--- src/rtl/evsf_defines.svh ---
// Purpose: offsets, field positions, reset values for the event status block
// Assumes: 8-bit register port, byte offsets as printed
// Notes: definitions only
`ifndef EVSF_DEFINES_SVH
`define EVSF_DEFINES_SVH
`define EVSF_ADDR_W 8
`define EVSF_OFS_STATUS 8'h0d
`define EVSF_OFS_THR_CTRL 8'h20
`define EVSF_OFS_IRQ_EN 8'h21
`define EVSF_OFS_PROTECT 8'h22
`define EVSF_OFS_IRQ_STAT 8'h23
`define EVSF_OFS_IRQ_CLR 8'h24
`define EVSF_BIT_HIGH 7
`define EVSF_BIT_LOW 6
`define EVSF_BIT_UPD 5
`define EVSF_BIT_CNT 4
`define EVSF_BIT_ALM 3
`define EVSF_BIT_EXT 2
`define EVSF_BIT_POR 1
`define EVSF_BIT_VLOW 0
`define EVSF_CTRL_LOW_CLR 0
`define EVSF_CTRL_HIGH_CLR 1
`define EVSF_PROT_BIT 0
`define EVSF_RST_PROT 1'b0
`define EVSF_RST_STATUS 8'h02
`define EVSF_RST_ZERO 8'h00
`endif

--- src/rtl/evsf_pkg.sv ---
// Purpose: shared types of the event status block
// Assumes: nothing
// Notes: constants live in evsf_defines.svh
package evsf_pkg;
    typedef logic [7:0] evsf_byte_t;
    typedef logic [7:0] evsf_addr_t;
endpackage

--- src/rtl/evsf_bus_if.sv ---
// Purpose: decoded register strobes passed from decoder to flag bank
// Assumes: single clock domain
// Notes: none
`timescale 1ns/100ps
interface evsf_bus_if;
    logic wr_status;
    logic wr_ctrl;
    logic wr_en;
    logic wr_prot;
    logic wr_iclr;
    logic [7:0] wdata;
    modport dec (output wr_status, wr_ctrl, wr_en, wr_prot, wr_iclr, wdata);
    modport bank (input wr_status, wr_ctrl, wr_en, wr_prot, wr_iclr, wdata);
endinterface

--- src/rtl/evsf_decode.sv ---
// Purpose: address decode of register writes
// Assumes: write strobe one cycle long
// Notes: status and threshold clear writes gated by protection
`timescale 1ns/100ps
`include "evsf_defines.svh"
module evsf_decode (
    input wire logic i_wr,
    input wire logic i_protect,
    input wire logic [7:0] i_addr,
    input wire logic [7:0] i_wdata,
    evsf_bus_if.dec bus
);
    // protectable writes blocked while locked; protect reg itself stays writable
    assign bus.wr_status = i_wr && !i_protect && (i_addr == `EVSF_OFS_STATUS);
    assign bus.wr_ctrl = i_wr && !i_protect && (i_addr == `EVSF_OFS_THR_CTRL);
    assign bus.wr_en = i_wr && (i_addr == `EVSF_OFS_IRQ_EN);
    assign bus.wr_prot = i_wr && (i_addr == `EVSF_OFS_PROTECT);
    assign bus.wr_iclr = i_wr && (i_addr == `EVSF_OFS_IRQ_CLR);
    assign bus.wdata = i_wdata;
endmodule // evsf_decode

--- src/rtl/evsf_status.sv ---
// Purpose: sticky event status flags with register port and interrupt
// Assumes: event inputs are one-clock pulses from logic on i_mclk
//          events come from logic on the same clock, so they need no synchronisers
// Notes: unmapped and write-only offsets read as zero
//        the lock blocks writes to the status and threshold clear offsets only
//        an event in the same cycle as a clear leaves its flag set
//        interrupt flags mirror the status layout but are cleared on their own
//
// Summary of operation
// - Status flags can only be read or cleared by software, never set by a write.
// - The low temperature flag is set when temperature falls below the low threshold.
// - The low temperature flag stays set until software writes 0 to it.
// - Writing 1 to the low flag clear bit also clears the low temperature flag.
// - The time update flag is set by an update event and held until 0 is written.
// - The countdown flag is set by a countdown timer event.
// - Writes to protectable registers are blocked while protection is active.
`timescale 1ns/100ps
`include "evsf_defines.svh"
module evsf_status (
    input wire logic i_mclk,
    input wire logic i_rst,
    // register port
    input wire evsf_pkg::evsf_addr_t i_addr,
    input wire evsf_pkg::evsf_byte_t i_wdata,
    input wire logic i_wr,
    input wire logic i_rd,
    // events from the comparators and the timing units
    input wire logic i_temp_above_high,
    input wire logic i_temp_below_low,
    input wire logic i_update_evt,
    input wire logic i_countdown_evt,
    input wire logic i_alarm_evt,
    input wire logic i_ext_evt,
    input wire logic i_power_on_evt,
    input wire logic i_voltage_low_evt,
    // read data and interrupt line
    output evsf_pkg::evsf_byte_t o_rdata,
    output logic o_irq
);
    import evsf_pkg::*;

    // decoded write strobes, shared with the address decoder
    evsf_bus_if bus ();

    // sticky event flags as software reads them at the status offset
    evsf_byte_t status;
    evsf_byte_t next_status;

    // interrupt flags, their enable mask and the write lock
    evsf_byte_t irq_stat;
    evsf_byte_t next_irq_stat;
    evsf_byte_t irq_en;
    evsf_byte_t next_irq_en;
    logic protect;
    logic next_protect;

    // read port, registered so data stand only in the cycle after the strobe
    evsf_byte_t rdata;
    evsf_byte_t next_rdata;

    // interrupt line, registered so the pin never glitches on decode
    logic irq;
    logic next_irq;

    // per-cycle vectors in status bit order
    evsf_byte_t set_vec; // events of this cycle
    evsf_byte_t status_keep; // zero where software clears a status flag
    evsf_byte_t irq_keep; // zero where software clears an interrupt flag

    // one sticky flag: an event sets it, otherwise it is kept or dropped;
    // the event wins over a clear in the same cycle, so a crossing that
    // lands while software clears the flag is never lost
    function automatic logic sticky_next(input logic cur, input logic keep,
        input logic set);
        return set | (cur & keep);
    endfunction

    // address decode and write lock gating
    evsf_decode u_decode (
        .i_wr(i_wr),
        .i_protect(protect),
        .i_addr(i_addr),
        .i_wdata(i_wdata),
        .bus(bus)
    );

    // event vector in status bit order; a level input simply sets its
    // flag again every cycle, so pulses and levels both work
    always_comb begin
        set_vec = 8'h00;
        set_vec[`EVSF_BIT_HIGH] = i_temp_above_high;
        set_vec[`EVSF_BIT_LOW] = i_temp_below_low;
        set_vec[`EVSF_BIT_UPD] = i_update_evt;
        set_vec[`EVSF_BIT_CNT] = i_countdown_evt;
        set_vec[`EVSF_BIT_ALM] = i_alarm_evt;
        set_vec[`EVSF_BIT_EXT] = i_ext_evt;
        set_vec[`EVSF_BIT_POR] = i_power_on_evt;
        set_vec[`EVSF_BIT_VLOW] = i_voltage_low_evt;
    end

    // status keep mask: a status write keeps only the bits written as 1,
    // so software can clear a flag but never raise one
    always_comb begin
        status_keep = 8'hff;
        if (bus.wr_status) begin
            status_keep = bus.wdata;
        end
        // threshold clear bits drop their own flag and leave the rest
        if (bus.wr_ctrl && bus.wdata[`EVSF_CTRL_LOW_CLR]) begin
            status_keep[`EVSF_BIT_LOW] = 1'b0;
        end
        if (bus.wr_ctrl && bus.wdata[`EVSF_CTRL_HIGH_CLR]) begin
            status_keep[`EVSF_BIT_HIGH] = 1'b0;
        end
    end

    // interrupt keep mask: the clear register is write-one-to-clear and
    // leaves the status flags alone, so polling and interrupts stay apart
    always_comb begin
        irq_keep = 8'hff;
        if (bus.wr_iclr) begin
            irq_keep = ~bus.wdata;
        end
    end

    // next value of every flag of both banks, one bit at a time; each bit
    // is the same sticky cell, so the set-wins order holds for all of them
    // and a flag can only stay at 1 or fall on a software clear
    for (genvar b = 0; b < 8; b++) begin : g_flag
        assign next_status[b] = sticky_next(status[b], status_keep[b], set_vec[b]);
        assign next_irq_stat[b] = sticky_next(irq_stat[b], irq_keep[b], set_vec[b]);
    end

    // enable mask and write lock; the lock register itself stays writable,
    // otherwise a locked block could never be opened again
    always_comb begin
        next_irq_en = irq_en;
        if (bus.wr_en) begin
            next_irq_en = bus.wdata;
        end
        next_protect = protect;
        if (bus.wr_prot) begin
            next_protect = bus.wdata[`EVSF_PROT_BIT];
        end
    end

    // interrupt level from the next flag and mask values, so the pin rises
    // on the same edge as the flag that causes it
    always_comb begin
        next_irq = |(next_irq_stat & next_irq_en);
    end

    // read data for the strobe of this cycle, zero otherwise; write-only
    // and unmapped offsets read as zero, so the port idles at zero
    always_comb begin
        next_rdata = 8'h00;
        if (i_rd) begin
            unique case (i_addr)
                `EVSF_OFS_STATUS: next_rdata = status;
                `EVSF_OFS_IRQ_EN: next_rdata = irq_en;
                `EVSF_OFS_PROTECT: next_rdata = {7'h00, protect};
                `EVSF_OFS_IRQ_STAT: next_rdata = irq_stat;
                default: next_rdata = 8'h00;
            endcase
        end
    end

    // status flags; after reset only the power-on flag stands, the event
    // flag starts clear since its pin level is not known yet
    always_ff @(posedge i_mclk) begin
        if (i_rst) begin
            status <= `EVSF_RST_STATUS;
        end else begin
            status <= next_status;
        end
    end

    // interrupt flags and enable mask, all clear after reset
    always_ff @(posedge i_mclk) begin
        if (i_rst) begin
            irq_stat <= `EVSF_RST_ZERO;
            irq_en <= `EVSF_RST_ZERO;
        end else begin
            irq_stat <= next_irq_stat;
            irq_en <= next_irq_en;
        end
    end

    // write lock, open after reset
    always_ff @(posedge i_mclk) begin
        if (i_rst) begin
            protect <= `EVSF_RST_PROT;
        end else begin
            protect <= next_protect;
        end
    end

    // read data register
    always_ff @(posedge i_mclk) begin
        if (i_rst) begin
            rdata <= `EVSF_RST_ZERO;
        end else begin
            rdata <= next_rdata;
        end
    end

    // interrupt line register
    always_ff @(posedge i_mclk) begin
        if (i_rst) begin
            irq <= 1'b0;
        end else begin
            irq <= next_irq;
        end
    end

    // outputs come straight from their flip-flops
    assign o_rdata = rdata;
    assign o_irq = irq;
endmodule // evsf_status

--- config.mk ---
export PLATFORM = sky130hd
export DESIGN_NAME = evsf_status
export DESIGN_NICKNAME = d
export VERILOG_FILES = /design/src/rtl/evsf_pkg.sv /design/src/rtl/evsf_bus_if.sv /design/src/rtl/evsf_decode.sv /design/src/rtl/evsf_status.sv
export VERILOG_INCLUDE_DIRS = /design/src /design/src/rtl
export SDC_FILE = /design/constraint.sdc
export NUM_CORES = 1
export LEC_CHECK = 0
export BUFFER_PORTS_ARGS = -buffer_cell sky130_fd_sc_hd__buf_4
export CAP_MARGIN = 10
export CORE_MARGIN = 3
export CORE_UTILIZATION = 25
export DETAILED_ROUTE_END_ITERATION = 12
export GPL_TIMING_DRIVEN = 0
export REMOVE_ABC_BUFFERS = 1
export SYNTH_ARGS = -nofsm -noshare
export SYNTH_HDL_FRONTEND = slang
export SYNTH_SLANG_ARGS = --single-unit
export TNS_END_PERCENT = 100
--- constraint.sdc ---
create_clock -name i_mclk -period 2.7 [get_ports i_mclk]
set_input_delay 0.135 -clock i_mclk [delete_from_list [all_inputs] [get_ports i_mclk]]
set_output_delay 0.135 -clock i_mclk [all_outputs]
set_load 0.005 [all_outputs]
==> flow_summary.yaml <==
worst_setup_path:
  cp_slowest_cell: "nor4_4"
  cp-end-kind: "flip-flop"
  reg2regPathDepth: 4
  worst_r2r_startpoint: "irq_en[5]"
  critical_path_class: "in -> reg"
  required_ns: 2.86
  timing.critical_path.from_type: "primary input"
  critPathCapture: "o_irq"
  reg2reg_slack_ns: 1.37
  max_stage_delay_ns: 0.71
  r2r-end: "o_irq"
  crit_arrival_ns: 2.47
  critical_path_source: "i_addr[4]"
  cp_max_fo: 12
  timing.critical_path.cells: "buf_4, or4b_4, nor4_4, a221oi_1, nor4_1, a31oi_1"
clocking:
  post_cts.resized_instances: 0
  ctsHtreeMaxLevel: 2
  worst_skew_late_latency_ns: 0.29
  cts_buffer_depth: 2
  cts_made_buffers: 5
  clkTransAtPathRegs_ns: 0.07
  total_number_of_clock_tree_sinks: 34
  tritoncts: "done"
  postCtsHoldBufs: 0
  cts_setup_buffers: 0
  cts-root-buf: "clkbuf_8"
logic_synthesis:
  synth_seq_area_share_pct: 44.6
  yosysTopAreaCell: "dfxtp_1"
  syn-mean-instance-area_um2: 9.43
  synth_flop_cell: "dfxtp_1"
  yosys-top-cells-area: "dfxtp_1, nor2b_1, nor2_1, a222oi_1, a21oi_1"
  synth.cell_area_mm2: 0.00153
  postSynth.asyncResetShare_pct: 0
  synth_cell_types: 37
  most_frequently_used_cell_type_in_the_post_synthesis_netlist: "dfxtp_1"
  synth_top_cells_by_count: "dfxtp_1, nor2_1, nor2b_1"
  yosys.area.top_type_share_pct: 44.6
  synth_cells: 162
  synth_seq_cells: 34
  synth-edff-count: 0
  synth.yosys.warnings: 0
sta:
  finalSetupViolations: 0
  finalHoldWorstSlack_ns: 0.0382
  post-route-worst-setup-slack_ns: 0.385
  clock_skew_ns: 0.00981
  slew_headroom_pct: 45.4
  max_slew.worst_pin.slew_ns: 0.813
  final_hold_viol_count: 0
  min_period_ns: 2.31
  grt_setup_unrepaired: "false"
  fmax_ghz: 0.432
  final_min_period_over_clock_period_pct: 85.7
  max_slew_violation_count: 0
  setup_total_negative_slack_ns: 0
global_route:
  grt_overflow: 0
  number_of_antenna_violations_at_the_first_check_in_global_routing: 0
  global_route_wire_length_before_repair_mm: 6.68
  globalRouteTotalUtil_pct: 12.1
  number_of_global_route_vias_before_repair: 1340
  grt_start_max_net_pins: 28
power:
  power.density_mw_per_mm2: 511
  leakage_nw: 0.727
  worst_ir_drop_vdd_mv: 0.210
min_path:
  hp-class: "in -> reg"
drt:
  detailroute.via_count: 1430
  route.detailed.drc: 0
  number_of_iterations_in_the_first_detailed_routing_pass: 5
  drt_first_iter_violations: 136
  routed_wl_mm: 4.10
  antenna_violating_nets_post_route: 0
  wire_length_per_cell_um: 15.2
  vias_per_cell: 5.30
finish:
  diodes: 0
  share_of_cells_above_drive_strength_1_pct: 28.8
  final_net_count: 226
  layout.filler_cells: 611
  stdcell_area_mm2: 0.00193
  seq_area_um2: 681
  multi_input_logic_area_um2: 764
  synthToLayoutAreaGrowth_pct: 26.1
floorplan:
  initial_core_utilization_pct: 26.8
  core-area_mm2: 0.00571
  dieArea_mm2: 0.00708
  die-height_um: 84.2
  design.portCount: 37
  floorplan.die.width_um: 84.2
  placementRows: 27
placed_design:
  dp_hpwl_mm: 2.84
  dp_slack_ns: 0.153
  postPlaceCellArea_mm2: 0.00184
  placement.io_buffers: 36
  gp_routability_congestion: 0.795
job:
  maxCapViolCount: 0
status:
  outcome: "finished clean"
critical path: cells and delay by family:
family          cells  cell delay, ns
buf+inv             1            0.12
compound gates      2            0.42
simple gates        3            1.80
metal layers:
metal / track usage (%) / share of wire, % / vias to the layer above
li1: - / - / 682
met1: 15.5 / 44 / 683
met4: 4.82 / 1.3 / 0
met2: 17.6 / 45 / 60
met5: 0 / 0 / -
met3: 5.40 / 10 / 5
cell type report:
cell class	instances	area share, %
multi-input combinational	111	39.7
sequential	34	35.3
timing repair buffer	36	14.0
tap	72	4.68
clock buffer	5	3.57
inverter	10	1.95
clock inverter	2	0.779
through the flow:
stage	util [%]	power, mW	instances
after floorplan	-	0.572	155
after global placement	32.3	0.631	263
after detailed placement	32.3	0.632	263
after CTS	33.7	0.998	270
after global routing	33.7	1.03	270
final	33.7	0.985	270
registers in the layout, summed over array words and instances (netlist names):
| register | flops |
|---|---|
| irq_en | 8 |
| irq_stat | 8 |
| o_rdata | 8 |
| status | 8 |
| o_irq | 1 |
| protect | 1 |
worst min-delay path by stage:
stage                         from  slack, ns        end  cells after the start
floorplan                    i_rst       0.20  irq_en[0]                      1
global placement    i_power_on_evt       0.34  status[1]                      3
finish              i_power_on_evt       0.04  status[1]                      3
detailed placement  i_power_on_evt       0.34  status[1]                      3
global route        i_power_on_evt       0.04  status[1]                      3
CTS                 i_power_on_evt       0.03  status[1]                      3
placed cells by master (no fill, tap or decap), types with 3 or more instances in the layout:
cell type | netlist | layout
inv_1 | 10 | 10
a21oi_1 | 12 | 12
nor2b_1 | 13 | 13
a211oi_1 | 4 | 4
clkbuf_8 | 0 | 5
nor2_1 | 19 | 19
a222oi_1 | 7 | 7
mux2_2 | 5 | 5
o21ai_0 | 6 | 6
a221oi_1 | 3 | 3
o31ai_1 | 4 | 4
dfxtp_1 | 34 | 34
buf_4 | 0 | 36
nand3_1 | 3 | 3
a31oi_1 | 5 | 5
nand4_1 | 4 | 4
kinds of logic after synthesis:
family	share of synthesized area [%]
AOI/OAI and AO/OA	22.5
buffers and inverters	5.41
DFF	44.6
muxes	4.34
and+or+nand+nor	23.2
power breakdown:
group	internal, mW	switching (mW)
Clock	0.176	0.188
Sequential	0.518	0.00789
Combinational	0.0458	0.0495
Power figures use the tool's default switching activity.
